File: src/pds_map.vh
`ifndef PDS_MAP_VH
`define PDS_MAP_VH

// ==========================================================
// register indexes on the plain register port
// ==========================================================
`define PDS_REG_CTRL     4'h0
`define PDS_REG_SYNC     4'h1
`define PDS_REG_RX_TYPE  4'h2
`define PDS_REG_RX_DATA  4'h3
`define PDS_REG_TX_TYPE  4'h4
`define PDS_REG_TX_EVENT 4'h5
`define PDS_REG_TX_INH   4'h6
`define PDS_REG_TX_DATA  4'h7
`define PDS_REG_STATUS   4'h8

// ==========================================================
// field positions
// ==========================================================
`define PDS_CTRL_EN      0
`define PDS_ST_FRESH     0
`define PDS_ST_INH_ERR   1
`define PDS_ST_EVT_ERR   2
`define PDS_ST_FULL      3
`define PDS_ST_PEND      4

// ==========================================================
// transmission type codes
// ==========================================================
`define PDS_TYPE_CHG     8'h00
`define PDS_TYPE_CYC_MAX 8'hF0
`define PDS_TYPE_ASYNC   8'hFE
`define PDS_TYPE_ASYNC_D 8'hFF

// ==========================================================
// timing and reset values
// ==========================================================
`define PDS_CLK_MHZ      50
`define PDS_TICK_US      100
`define PDS_TICK_CYC     (`PDS_TICK_US * `PDS_CLK_MHZ)
`define PDS_SYNC_MS      50
`define PDS_SYNC_RST     (`PDS_SYNC_MS * 1000 / `PDS_TICK_US)
`define PDS_MS_TICKS     (1000 / `PDS_TICK_US)
`define PDS_FIFO_DEPTH   8
`define PDS_DATA_W       32

`endif

File: src/pds_sched_end_marker_none.v
`timescale 1ns/100ps
`default_nettype none
`default_nettype wire

File: src/pds_sched.v
`timescale 1ns/100ps
`default_nettype none
`include "pds_map.vh"

module pds_sched #(
	parameter TICK_CYC = `PDS_TICK_CYC,
	parameter DATA_W   = `PDS_DATA_W,
	parameter DEPTH    = `PDS_FIFO_DEPTH,
	parameter AW       = 3
) (
	// clock and reset
	input  wire              clk_sys,
	input  wire              srst,
	// register port
	input  wire [3:0]        reg_addr,
	input  wire [31:0]       reg_wdata,
	input  wire              reg_wr,
	input  wire              reg_rd,
	output reg  [31:0]       reg_rdata,
	// sync broadcast request to the can controller
	output reg               sync_tx,
	// outbound receive-object frames
	output reg               rpdo_valid,
	input  wire              rpdo_ready,
	output reg  [DATA_W-1:0] rpdo_data,
	// inbound transmit-object frames
	input  wire              tpdo_valid,
	input  wire [DATA_W-1:0] tpdo_data,
	output reg               tpdo_update
);

	// ==========================================================
	// constants
	// ==========================================================
	// full-width copies, sliced on purpose into the 16-bit counters
	localparam integer TICK_I   = TICK_CYC - 1;
	localparam integer SYNC_I   = `PDS_SYNC_RST;
	localparam integer MS_I     = `PDS_MS_TICKS;
	localparam [15:0] TICK_LAST = TICK_I[15:0]; // divider wrap
	localparam [15:0] SYNC_RST  = SYNC_I[15:0]; // 50 ms in ticks
	localparam [15:0] MS_TICKS  = MS_I[15:0];   // ticks per ms
	localparam [7:0]  CYC_MAX   = `PDS_TYPE_CYC_MAX;

	// ==========================================================
	// software registers
	// ==========================================================
	reg               ctrl_en;   // scheduler running
	reg [15:0]        sync_per;  // sync period, ticks
	reg [7:0]         rx_type;   // receive object type
	reg [DATA_W-1:0]  rx_data;   // mapped outbound value
	reg [7:0]         tx_type;   // transmit object type
	reg [15:0]        tx_event;  // slave event timer, ms
	reg [15:0]        tx_inh;    // slave inhibit time, ticks
	reg [DATA_W-1:0]  tx_data;   // last inbound value

	// ==========================================================
	// status flags
	// ==========================================================
	reg               st_fresh;  // new inbound data
	reg               st_inh;    // frame inside inhibit gap
	reg               st_evt;    // event period missed

	// ==========================================================
	// internal state
	// ==========================================================
	reg [15:0]        tick_cnt;  // divider count
	reg               tick;      // one-cycle 100 us enable
	reg [15:0]        sync_cnt;  // ticks since last sync
	reg               sync_ev;   // internal sync strobe
	reg [7:0]         cyc_cnt;   // syncs since last cyclic send
	reg               rx_chg;    // outbound value changed
	reg               pend;      // frame waiting for fifo
	reg [DATA_W-1:0]  pend_data; // frame waiting for fifo
	reg [15:0]        inh_cnt;   // inhibit ticks remaining
	reg [19:0]        evt_cnt;   // event ticks remaining

	// fifo wiring
	wire              f_in_ready;
	wire              f_out_valid;
	wire [DATA_W-1:0] f_out_data;
	wire              f_out_ready;

	// ==========================================================
	// decode helpers
	// ==========================================================
	wire wr_ctrl  = reg_wr && (reg_addr == `PDS_REG_CTRL);
	wire wr_sync  = reg_wr && (reg_addr == `PDS_REG_SYNC);
	wire wr_rxt   = reg_wr && (reg_addr == `PDS_REG_RX_TYPE);
	wire wr_rxd   = reg_wr && (reg_addr == `PDS_REG_RX_DATA);
	wire wr_txt   = reg_wr && (reg_addr == `PDS_REG_TX_TYPE);
	wire wr_evt   = reg_wr && (reg_addr == `PDS_REG_TX_EVENT);
	wire wr_inh   = reg_wr && (reg_addr == `PDS_REG_TX_INH);
	wire rd_stat  = reg_rd && (reg_addr == `PDS_REG_STATUS);

	// type classes; 255 folds onto 254 everywhere
	wire rx_async = (rx_type == `PDS_TYPE_ASYNC) ||
			(rx_type == `PDS_TYPE_ASYNC_D);
	wire rx_chg_t = (rx_type == `PDS_TYPE_CHG) || rx_async;
	wire rx_cyc_t = (rx_type != `PDS_TYPE_CHG) && (rx_type <= CYC_MAX);
	wire tx_async = (tx_type == `PDS_TYPE_ASYNC) ||
			(tx_type == `PDS_TYPE_ASYNC_D);

	// cyclic send fires on the Nth sync
	wire cyc_hit  = sync_ev && rx_cyc_t && (cyc_cnt + 8'h01 == rx_type);

	// the fifo push is the pending frame
	wire push_ok  = pend && f_in_ready;

	// inbound frame timing checks apply to async types with timers
	wire tx_chk   = tx_async && ((tx_event != 16'h0000) || (tx_inh != 16'h0000));
	// widened first so the product never wraps at 16 bits
	wire [19:0] evt_load = {4'h0, tx_event} * {4'h0, MS_TICKS};

	// ==========================================================
	// tick divider: one clock, slow rates as enables
	// ==========================================================
	always @(posedge clk_sys)
	begin
		if (srst)
		begin
			tick_cnt <= 16'h0000;
			tick     <= 1'b0;
		end
		else if (tick_cnt == TICK_LAST)
		begin
			tick_cnt <= 16'h0000;
			tick     <= 1'b1;
		end
		else
		begin
			tick_cnt <= tick_cnt + 16'h0001;
			tick     <= 1'b0;
		end
	end

	// ==========================================================
	// sync period timer
	// ==========================================================
	// a zero period stops sync rather than flooding the bus
	always @(posedge clk_sys)
	begin
		if (srst)
		begin
			sync_cnt <= 16'h0000;
			sync_ev  <= 1'b0;
			sync_tx  <= 1'b0;
		end
		else
		begin
			sync_ev <= 1'b0;
			sync_tx <= 1'b0;
			if (!ctrl_en || sync_per == 16'h0000)
				sync_cnt <= 16'h0000;
			else if (tick)
			begin
				if (sync_cnt + 16'h0001 >= sync_per)
				begin
					sync_cnt <= 16'h0000;
					sync_ev  <= 1'b1;
					sync_tx  <= 1'b1;
				end
				else
					sync_cnt <= sync_cnt + 16'h0001;
			end
		end
	end

	// ==========================================================
	// register writes
	// ==========================================================
	always @(posedge clk_sys)
	begin
		if (srst)
		begin
			ctrl_en  <= 1'b0;
			sync_per <= SYNC_RST;
			rx_type  <= `PDS_TYPE_ASYNC_D;
			rx_data  <= {DATA_W{1'b0}};
			tx_type  <= `PDS_TYPE_ASYNC_D;
			tx_event <= 16'h0000;
			tx_inh   <= 16'h0000;
		end
		else
		begin
			if (wr_ctrl)
				ctrl_en <= reg_wdata[`PDS_CTRL_EN];
			if (wr_sync)
				sync_per <= reg_wdata[15:0];
			if (wr_rxt)
				rx_type <= reg_wdata[7:0];
			if (wr_rxd)
				rx_data <= reg_wdata[DATA_W-1:0];
			if (wr_txt)
				tx_type <= reg_wdata[7:0];
			if (wr_evt)
				tx_event <= reg_wdata[15:0];
			if (wr_inh)
				tx_inh <= reg_wdata[15:0];
		end
	end

	// ==========================================================
	// outbound scheduling
	// ==========================================================
	// the fifo queues frames and one more waits in the pending slot; a newer value overwrites that one, so the
	// slave always gets the latest data even under back-pressure
	always @(posedge clk_sys)
	begin
		if (srst)
		begin
			rx_chg    <= 1'b0;
			cyc_cnt   <= 8'h00;
			pend      <= 1'b0;
			pend_data <= {DATA_W{1'b0}};
		end
		else
		begin
			// change detect on the mapped value
			if (wr_rxd && reg_wdata[DATA_W-1:0] != rx_data)
				rx_chg <= 1'b1;
			else if (rx_chg && rx_chg_t && ctrl_en)
				rx_chg <= 1'b0;
			// sync counting for cyclic types
			if (!rx_cyc_t || !ctrl_en)
				cyc_cnt <= 8'h00;
			else if (cyc_hit)
				cyc_cnt <= 8'h00;
			else if (sync_ev)
				cyc_cnt <= cyc_cnt + 8'h01;
			// frame request
			if (ctrl_en && rx_chg && rx_chg_t)
			begin
				pend      <= 1'b1;
				pend_data <= rx_data;
			end
			else if (ctrl_en && cyc_hit)
			begin
				pend      <= 1'b1;
				pend_data <= rx_data;
			end
			else if (push_ok)
				pend <= 1'b0;
		end
	end

	// ==========================================================
	// outbound fifo and output stage
	// ==========================================================
	pds_fifo #(
		.W     (DATA_W),
		.DEPTH (DEPTH),
		.AW    (AW)
	) u_fifo (
		.clk_sys   (clk_sys),
		.srst      (srst),
		.in_valid  (pend),
		.in_ready  (f_in_ready),
		.in_data   (pend_data),
		.out_valid (f_out_valid),
		.out_ready (f_out_ready),
		.out_data  (f_out_data)
	);

	// output register refills when empty or being taken
	assign f_out_ready = !rpdo_valid || rpdo_ready;

	always @(posedge clk_sys)
	begin
		if (srst)
		begin
			rpdo_valid <= 1'b0;
			rpdo_data  <= {DATA_W{1'b0}};
		end
		else if (f_out_ready)
		begin
			rpdo_valid <= f_out_valid;
			if (f_out_valid)
				rpdo_data <= f_out_data;
		end
	end

	// ==========================================================
	// inbound frames
	// ==========================================================
	// the master takes every frame as valid at once, whatever type
	always @(posedge clk_sys)
	begin
		if (srst)
		begin
			tx_data     <= {DATA_W{1'b0}};
			tpdo_update <= 1'b0;
			st_fresh    <= 1'b0;
		end
		else
		begin
			tpdo_update <= tpdo_valid;
			if (tpdo_valid)
				tx_data <= tpdo_data;
			// set beats the read-clear
			if (tpdo_valid)
				st_fresh <= 1'b1;
			else if (rd_stat)
				st_fresh <= 1'b0;
		end
	end

	// ==========================================================
	// slave timing watch for asynchronous transmit types
	// ==========================================================
	// only monitors; the slave itself owns the timers
	always @(posedge clk_sys)
	begin
		if (srst)
		begin
			inh_cnt <= 16'h0000;
			evt_cnt <= 20'h00000;
			st_inh  <= 1'b0;
			st_evt  <= 1'b0;
		end
		else
		begin
			if (!tx_chk || !ctrl_en)
			begin
				inh_cnt <= 16'h0000;
				evt_cnt <= evt_load;
			end
			else if (tpdo_valid)
			begin
				inh_cnt <= tx_inh;
				evt_cnt <= evt_load;
			end
			else if (tick)
			begin
				if (inh_cnt != 16'h0000)
					inh_cnt <= inh_cnt - 16'h0001;
				if (evt_cnt > 20'h00001)
					evt_cnt <= evt_cnt - 20'h00001;
				else if (tx_event != 16'h0000)
					evt_cnt <= evt_load;
			end
			// frame inside the inhibit gap; set wins
			if (tx_chk && ctrl_en && tpdo_valid && inh_cnt != 16'h0000)
				st_inh <= 1'b1;
			else if (rd_stat)
				st_inh <= 1'b0;
			// event period ran out with no frame; set wins
			if (tx_chk && ctrl_en && !tpdo_valid && tick &&
					tx_event != 16'h0000 && evt_cnt == 20'h00001)
				st_evt <= 1'b1;
			else if (rd_stat)
				st_evt <= 1'b0;
		end
	end

	// ==========================================================
	// register reads, data one cycle after the strobe
	// ==========================================================
	always @(posedge clk_sys)
	begin
		if (srst)
			reg_rdata <= 32'h00000000;
		else if (reg_rd)
		begin
			reg_rdata <= 32'h00000000;
			if (reg_addr == `PDS_REG_CTRL)
				reg_rdata[`PDS_CTRL_EN] <= ctrl_en;
			else if (reg_addr == `PDS_REG_SYNC)
				reg_rdata[15:0] <= sync_per;
			else if (reg_addr == `PDS_REG_RX_TYPE)
				reg_rdata[7:0] <= rx_type;
			else if (reg_addr == `PDS_REG_RX_DATA)
				reg_rdata[DATA_W-1:0] <= rx_data;
			else if (reg_addr == `PDS_REG_TX_TYPE)
				reg_rdata[7:0] <= tx_type;
			else if (reg_addr == `PDS_REG_TX_EVENT)
				reg_rdata[15:0] <= tx_event;
			else if (reg_addr == `PDS_REG_TX_INH)
				reg_rdata[15:0] <= tx_inh;
			else if (reg_addr == `PDS_REG_TX_DATA)
				reg_rdata[DATA_W-1:0] <= tx_data;
			else if (reg_addr == `PDS_REG_STATUS)
			begin
				reg_rdata[`PDS_ST_FRESH]   <= st_fresh;
				reg_rdata[`PDS_ST_INH_ERR] <= st_inh;
				reg_rdata[`PDS_ST_EVT_ERR] <= st_evt;
				reg_rdata[`PDS_ST_FULL]    <= !f_in_ready;
				reg_rdata[`PDS_ST_PEND]    <= pend;
			end
		end
		else
			reg_rdata <= 32'h00000000; // data stand one cycle only
	end

endmodule // pds_sched

`default_nettype wire

File: src/pds_fifo.v
`timescale 1ns/100ps
`default_nettype none

// ==========================================================
// small synchronous fifo, valid/ready on both sides
// ==========================================================
module pds_fifo #(
	parameter W     = 32,
	parameter DEPTH = 8,
	parameter AW    = 3
) (
	// clock and reset
	input  wire         clk_sys,
	input  wire         srst,
	// fill side
	input  wire         in_valid,
	output wire         in_ready,
	input  wire [W-1:0] in_data,
	// drain side
	output wire         out_valid,
	input  wire         out_ready,
	output wire [W-1:0] out_data
);

	reg [W-1:0] mem [0:DEPTH-1]; // storage words
	reg [AW-1:0] wr_ptr;         // next write slot
	reg [AW-1:0] rd_ptr;         // next read slot
	reg [AW:0]   count;          // words held

	wire push = in_valid && in_ready;
	wire pop  = out_valid && out_ready;
	// full-width copies, sliced on purpose to count and pointer width
	localparam integer  DEPTH_I  = DEPTH;
	localparam integer  LAST_I   = DEPTH - 1;
	localparam [AW:0]   FULL_CNT = DEPTH_I[AW:0];
	localparam [AW-1:0] LAST     = LAST_I[AW-1:0];

	assign in_ready  = (count != FULL_CNT);
	assign out_valid = (count != {(AW+1){1'b0}});
	assign out_data  = mem[rd_ptr];

	// ==========================================================
	// pointers and count
	// ==========================================================
	always @(posedge clk_sys)
	begin
		if (push)
			mem[wr_ptr] <= in_data;
		if (srst)
		begin
			wr_ptr <= {AW{1'b0}};
			rd_ptr <= {AW{1'b0}};
			count  <= {(AW+1){1'b0}};
		end
		else
		begin
			if (push)
				wr_ptr <= (wr_ptr == LAST) ? {AW{1'b0}} : wr_ptr + 1'b1;
			if (pop)
				rd_ptr <= (rd_ptr == LAST) ? {AW{1'b0}} : rd_ptr + 1'b1;
			if (push && !pop)
				count <= count + 1'b1;
			else if (pop && !push)
				count <= count - 1'b1;
		end
	end

endmodule // pds_fifo

`default_nettype wire

File: config.mk
export PLATFORM = sky130hd
export DESIGN_NAME = pds_sched
export DESIGN_NICKNAME = d
export VERILOG_FILES = /design/src/pds_sched_end_marker_none.v /design/src/pds_sched.v /design/src/pds_fifo.v
export VERILOG_INCLUDE_DIRS = /design/src
export SDC_FILE = /design/constraint.sdc
export NUM_CORES = 1
export LEC_CHECK = 0
export BUFFER_PORTS_ARGS = -buffer_cell sky130_fd_sc_hd__clkbuf_2
export CAP_MARGIN = 40
export CELL_PAD_IN_SITES_DETAIL_PLACEMENT = 1
export CELL_PAD_IN_SITES_GLOBAL_PLACEMENT = 2
export CORE_ASPECT_RATIO = 1.5
export CORE_MARGIN = 10
export CORE_UTILIZATION = 41
export DETAILED_ROUTE_END_ITERATION = 16
export GPL_TIMING_DRIVEN = 0
export HOLD_SLACK_MARGIN = 0.06
export PLACE_DENSITY = 0.9
export SETUP_SLACK_MARGIN = 0.3
export SYNTH_ARGS = -nofsm -noshare
export SYNTH_HDL_FRONTEND = slang
export SYNTH_SLANG_ARGS = --single-unit
File: constraint.sdc
create_clock -name clk_sys -period 6.5 [get_ports clk_sys]
set_clock_uncertainty 0.2 [all_clocks]
set_input_delay 1.3 -clock clk_sys [delete_from_list [all_inputs] [get_ports clk_sys]]
set_output_delay 1.3 -clock clk_sys [all_outputs]
set_load 0.005 [all_outputs]
==> out/metrics.yaml, run 1 <==
sta:
  hold-worst-slack_ns: 0.267
  tightest_slew_ns: 1.01
  tns_ns: 0
  max_freq_mhz: 223
  hold_violations: 0
  rsz0062_at_grt: "false"
  post-route-min-period_ns: 4.48
  drv_slew: 0
  final.period_utilization: 0.689
  final-setup-viol-count: 0
  timing.slew.headroom: 0.322
placement:
  post-place-cells: 3173
  hpwl_um: 62600
  gp_congestion: 0.944
  numPortBuffers: 134
clock_tree:
  clockBufferDepth: 3
  cts_buffers: 56
  cts_sinks: 576
  postCtsSetupBuffers: 0
  clk_pin_slew_ns: 0.07
  cts-root-buf: "clkbuf_16"
  clock_latency_ns: 0.64
  ctsResizeCount: 0
  cts_tree: "yes"
  cts.hold.buffers_added: 0
  cts_max_level: 2
worst_setup_path:
  critPathLaunchType: "flip-flop"
  crit_start: "sync_cnt[0]$_SDFFE_PP0P_"
  reg2reg_from: "sync_cnt[0]$_SDFFE_PP0P_"
  endpoint_kind: "flip-flop"
  cp_data_arrival_time_ns: 4.86
  worstPathMaxFanout: 10
  required_ns: 6.88
  critical_path_class: "reg2reg"
die:
  die_h_um: 322
  coreArea_um2: 60300
  rows: 110
  ios: 141
  initial_core_util: 0.415
  dieWidth_um: 222
  dieArea_um2: 71500
layout:
  final_common_cell: "dfxtp_1"
  num-nets-final: 2581
  drive_gt1_frac: 0.153
  final_cells: 3285
  layout.cells.most_common_list: "dfxtp_1 (320), nand2_1 (283), edfxtp_1 (256)"
  final_util: 0.484
  area_delta_synth_final_pct: 16.8
drt:
  viasPerCell: 5.73
  routed_wl_um: 83000
  wl_per_cell_um: 25.3
  ant_nets: 0
  firstDrtPassIters: 5
  drtIter0Drc: 1206
  drc: 0
  num_vias: 18830
synth:
  ys_ff_latch: 576
  yosysTopAreaCell: "edfxtp_1"
  synth_cells: 2214
  synth_nets: 2347
  synth.avg_cell_area_um2: 11.3
  synth_edf_count: 256
  netlist_area_um2: 25000
  synthArstFlopShare: 0
  yosysUniqueCellTypes: 72
  synth_top_flop_cell: "dfxtp_1"
  yosysWarnings: 0
  synthTopCellsByArea: "edfxtp_1 (31%), dfxtp_1 (26%), mux4_2 (5.9%), nand2_1 (4.2%), mux2i_1 (4.1%)"
  synth_top_area_share: 0.307
  ys_seq_area_frac: 0.564
global_routing:
  grt_pass1_wl_um: 126000
  grt_use_met3: 0.0337
  busiest_layer: "met2"
  first_global_vias: 20501
  grt_util_met2: 0.425
  grt_max_degree: 23
  track_usage: 0.228
  grt.overflow.total: 0
  use_met1: 0.242
  grt_antenna_before_repair: 5
power:
  power.leakage_uw: 0.0103
  p_per_area_nw_per_um2: 312
  vdd_ir_drop_max_mv: 0.209
  report.power.total_uw: 9120
outcome:
  outcome: "finished clean"
worst_hold_path:
  min_path_type: "reg2reg"
  hold_start: "tick_cnt[0]$_SDFF_PP0_"
run:
  max_cap_violations: 0
[Yosys cell counts (4+ instances only)]
| master | instances |
|---|---|
| a211o_1 | 8 |
| a211oi_1 | 37 |
| a21o_1 | 9 |
| a21oi_1 | 142 |
| a221oi_1 | 5 |
| a222oi_1 | 5 |
| a22o_1 | 9 |
| a22oi_1 | 35 |
| a32o_1 | 6 |
| a32oi_1 | 4 |
| and2_1 | 4 |
| and3_1 | 25 |
| and3b_1 | 4 |
| buf_1 | 17 |
| clkbuf_1 | 106 |
| dfxtp_1 | 320 |
| edfxtp_1 | 256 |
| ha_1 | 57 |
| inv_1 | 35 |
| mux2_2 | 12 |
| mux2i_1 | 103 |
| mux4_2 | 66 |
| nand2_1 | 283 |
| nand2b_1 | 75 |
| nand3_1 | 35 |
| nand3b_1 | 18 |
| nand4_1 | 23 |
| nor2_1 | 188 |
| nor2b_1 | 13 |
| nor3_1 | 31 |
| nor3b_1 | 5 |
| nor4_1 | 28 |
| o211ai_1 | 15 |
| o21a_1 | 4 |
| o21ai_0 | 54 |
| o22ai_1 | 4 |
| or3_1 | 6 |
| or4_1 | 4 |
| xnor2_1 | 71 |
| xor2_1 | 41 |
[kinds of logic (layout without fill, tap and decap cells)]
| family | after synthesis | count (layout) | synth area share |
|---|---|---|---|
| adders and majority gates | 59 | 59 | 0.0301 |
| buffers and inverters | 164 | 446 | 0.0252 |
| other | 0 | 5 | 0 |
| xor gates and xnor gates | 112 | 112 | 0.0392 |
| and+or+nand+nor | 761 | 761 | 0.144 |
| muxes | 181 | 181 | 0.106 |
| DFF | 576 | 576 | 0.564 |
| AOI/OAI and AO/OA | 361 | 361 | 0.0918 |
[worst paths after layout]
path / slack, ns / endpoint / cells past startpoint
max: 2.02 / sync_cnt[9]$_SDFFE_PP0P_ / 16
min reg2reg: 0.27 / tick_cnt[0]$_SDFF_PP0_ / 1
max reg2reg: 2.02 / sync_cnt[9]$_SDFFE_PP0P_ / 16
min: 0.27 / tick_cnt[0]$_SDFF_PP0_ / 1
[routing by layer]
layer	vias to the layer above	routed length, um
li1	8504	-
met5	-	0
met3	234	4150
met4	0	4610
met2	657	44100
met1	9435	30200
[power by group]
group          switching [uW]  internal [uW]  total (uW)
combinational             916            655        1570
sequential                111           3900        4010
clock                    1490           2040        3530
[worst max-delay path, stage by stage, from the launching register on]
cell and delay (ns):
dfxtp_1 0.43, ha_1 0.28, and3_1 0.23, and3_1 0.24, and3_1 0.27, nand3_1 0.22, nor2_1 0.19, xor2_1 0.24
ha_1 0.29, a21o_1 0.18, a21o_1 0.17, a21o_1 0.17, a221oi_1 0.34, o21a_1 0.27, clkbuf_1 0.41, nand4_1 0.17
nand3_1 0.12
[cell type report]
type | count | area [um^2]
Antenna cell | 5 | 12.5
Buffer | 128 | 494
Clock buffer | 69 | 1560
Clock inverter | 37 | 464
Fill cell | 6529 | 31100
Inverter | 36 | 135
Multi-Input combinational cell | 1474 | 10300
Sequential cell | 576 | 14100
Tap cell | 784 | 981
Timing Repair Buffer | 176 | 1120
[sequential cells by signal (all words and copies together), names as in the netlist, 8 cells and up]
signal and count:
tick_cnt 16, u_fifo.mem 256, tx_data 32, tx_inh 16, inh_cnt 16, sync_per 16
tx_type 8, rx_data 32, tx_event 16, rpdo_data 32, pend_data 32, evt_cnt 20
sync_cnt 16, reg_rdata 32, rx_type 8, cyc_cnt 8
[metrics by stage]
stage	worst slack [ns]	area, um^2
floorplan	1.99	25000
CTS	2.01	29200
finish	2.02	29200
global route	1.63	29200
detailed placement	2.03	27200
global placement	-1.04	26700
Power figures use the tool's default switching activity.
==> inputs of run 2 (changes only) <==
--- a/config.mk
+++ b/config.mk
@@ -12,11 +12,11 @@
 export CELL_PAD_IN_SITES_GLOBAL_PLACEMENT = 2
 export CORE_ASPECT_RATIO = 1.5
 export CORE_MARGIN = 10
-export CORE_UTILIZATION = 41
+export CORE_UTILIZATION = 37
 export DETAILED_ROUTE_END_ITERATION = 16
 export GPL_TIMING_DRIVEN = 0
 export HOLD_SLACK_MARGIN = 0.06
-export PLACE_DENSITY = 0.9
+export PLACE_DENSITY = 0.86
 export SETUP_SLACK_MARGIN = 0.3
 export SYNTH_ARGS = -nofsm -noshare
 export SYNTH_HDL_FRONTEND = slang
==> constraint.sdc (replaced) <==
create_clock -name clk_sys -period 4.1 [get_ports clk_sys]
set_clock_uncertainty 0.2 [all_clocks]
set_input_delay 0.82 -clock clk_sys [delete_from_list [all_inputs] [get_ports clk_sys]]
set_output_delay 0.82 -clock clk_sys [all_outputs]
set_load 0.005 [all_outputs]
==> out/metrics.yaml, run 2 (synthesized netlist as in run 1, its figures left out) <==
clock_tree:
  cts-root-buf: "clkbuf_16"
  cts_buffers: 54  # -3.6%
  clock_latency_ns: 0.62  # -0.02 ns
  cts_tree: "yes"
  cts_sinks: 576  # unchanged
  cts_max_level: 2  # unchanged
  clk_pin_slew_ns: 0.07  # about the same
  clockBufferDepth: 3  # unchanged
global_routing:
  first_global_vias: 20302  # -0.97%
  grt.overflow.total: 0  # unchanged
  track_usage: 0.209  # -0.0187
  grt_pass1_wl_um: 126000  # -0.39%
  grt_max_degree: 24  # +4.3%
  grt_antenna_before_repair: 2  # -3
sta:
  tightest_slew_ns: 0.965  # -0.0428 ns
  setup_ws_ns: 0.463  # -1.56 ns
  rsz0062_at_grt: "false"
  final.period_utilization: 0.887  # +0.198
  drv_slew: 0  # unchanged
  post-route-min-period_ns: 3.64  # -0.840 ns
  hold-worst-slack_ns: 0.236  # -0.0310 ns
  final-setup-viol-count: 0  # unchanged
  hold_violations: 0  # unchanged
  max_freq_mhz: 275  # +23%
  timing.slew.headroom: 0.351  # +0.0288
outcome:
  outcome: "finished clean"
power:
  clockPowerShare: 0.374  # -0.014
  p_seq_frac: 0.448  # +0.008
  swShare: 0.279  # +0.00309
  pwr-share-comb: 0.178  # +0.006
  internal_power_uw: 10200  # +55%
  switchingPower_uw: 3960  # +57%
  p_per_area_nw_per_um2: 483  # +55%
  vdd_ir_drop_max_mv: 0.356  # +70%
  report.power.total_uw: 14200  # +56%
  power.leakage_uw: 0.0103  # -0.19%
layout:
  final_cells: 3382  # +3.0%
  layout.cells.most_common_list: "dfxtp_1 (317), nand2_1 (283), edfxtp_1 (256)"
  regMostFlops: "u_fifo.mem"
  largest_reg_flops: 256  # unchanged
  final_common_cell: "dfxtp_1"
  area_delta_synth_final_pct: 17.4
  num-nets-final: 2582  # +0.039%
  drive_gt1_frac: 0.157  # +0.00447
worst_setup_path:
  critical_path_class: "reg2reg"
  endpoint_kind: "flip-flop"
  cp_slowest_stage_delay_ns: 0.38  # -0.05 ns
  cp_data_arrival_time_ns: 4.00  # -0.86 ns
  required_ns: 4.47  # -2.41 ns
  worstPathMaxFanout: 5  # -5
  path_cells: "ha_4 -> and3_4 -> and3_4 -> and3_4 -> nand3_4 -> nor2_2 -> xor2_1 -> ha_1 -> a21o_1 -> a21o_1 -> a21o_1 -> a221oi_2 -> o21a_2 -> buf_4 -> a31o_2 -> a22o_1"
  reg2reg_depth: 16  # unchanged
  cp_slowest_cell: "dfxtp_2"
  critPathLaunchType: "flip-flop"
drt:
  drc: 0  # unchanged
  firstDrtPassIters: 5  # unchanged
  wl_per_cell_um: 24.7  # -2.2%
  routed_wl_um: 83600  # +0.66%
  viasPerCell: 5.56  # -3.1%
  num_vias: 18792  # -0.20%
  drtIter0Drc: 1101  # -8.7%
  ant_nets: 0  # unchanged
placement:
  numPortBuffers: 134  # unchanged
  post-place-cells: 3272  # +3.1%
  gp_congestion: 0.950  # +0.68%
  hpwl_um: 63400  # +1.4%
  place_ws_ns: -0.345  # -2.37 ns
die:
  initial_core_util: 0.374  # -0.0411
  coreArea_um2: 66900  # +11%
  dieWidth_um: 232  # +4.8%
  ios: 141  # unchanged
  dieArea_um2: 78600  # +10%
  rows: 116  # +5.5%
  die_h_um: 338  # +4.9%
worst_hold_path:
  min_path_type: "in2reg"
  whs_path_depth: 3  # +2
run:
  max_cap_violations: 0  # unchanged
run 2: cell types whose count changed in the layout (fill, tap and decap cells not counted), moves of 3 or more:
cell,before,now
and3_1,25,21
and3_4,0,4
buf_6,18,22
bufinv_16,8,4
buf_4,16,13
clkinv_4,5,2
dfxtp_1,320,317
diode_2,5,2
run 2: final timing paths:
check             slack [ns]                       from                         to
setup / recovery        0.46   sync_cnt[1]$_SDFFE_PP0P_  sync_cnt[11]$_SDFFE_PP0P_
hold / removal          0.24               tpdo_data[9]    tx_data[9]$_SDFFE_PP0P_
setup reg to reg        0.46   sync_cnt[1]$_SDFFE_PP0P_  sync_cnt[11]$_SDFFE_PP0P_
hold reg to reg         0.28  sync_cnt[14]$_SDFFE_PP0P_  sync_cnt[14]$_SDFFE_PP0P_
run 2: critical path, delay by kind of cell, from the launching register on:
kind                       cells  cell delay, ns
adders and majority gates      2            0.45
xor gates and xnor gates       1            0.22
AOI/OAI and AO/OA              7            1.31
and+or+nand+nor                5            0.88
buffers and inverters          1            0.13
DFF                            1            0.38
run 2: through the flow:
stage | TNS (ns) | area (um^2) | utilization
after global placement | -261.38 | 26800 | 0.401
after detailed placement | -2.59 | 27300 | 0.408
after CTS | 0 | 29300 | 0.438
final | 0 | 29400 | 0.439
after global routing | 0 | 29400 | 0.439
after floorplan | 0 | 25000 | -
run 2: power groups by stage:
stage,registers [uW],logic (uW),clock network [uW]
finish,6350,2520,5310
global route,6380,2770,5650
CTS,6350,2580,5420
detailed placement,6480,2530,0
global placement,6470,2360,0
floorplan,6450,1530,0
run 2: metal layers:
layer	wire, um	vias to the layer above	track usage	part of all wire
met5	0	-	0	0
met4	4140	0	0.101	0.050
met3	3620	191	0.0279	0.043
met2	45600	542	0.392	0.54
met1	30300	9527	0.224	0.36
li1	-	8532	-	-
run 2: repair_timing:
item	in CTS	in global routing
resized for setup	17	9
endpoints found under the hold margin	0	0
buffers inserted	2	3
hold buffers	0	0
endpoints found under the setup margin	17	18
pin swaps	2	2
run 2: final cells by class:
class	instances	area, um^2
inverters	36	135
flip-flops and latches	576	14100
clock buffers	73	1590
diodes	2	5.00
repair buffers	179	1180
multi-input cells	1474	10400
fillers	7259	37500
plain buffers	128	507
clock inverters	29	320
well taps	885	1110
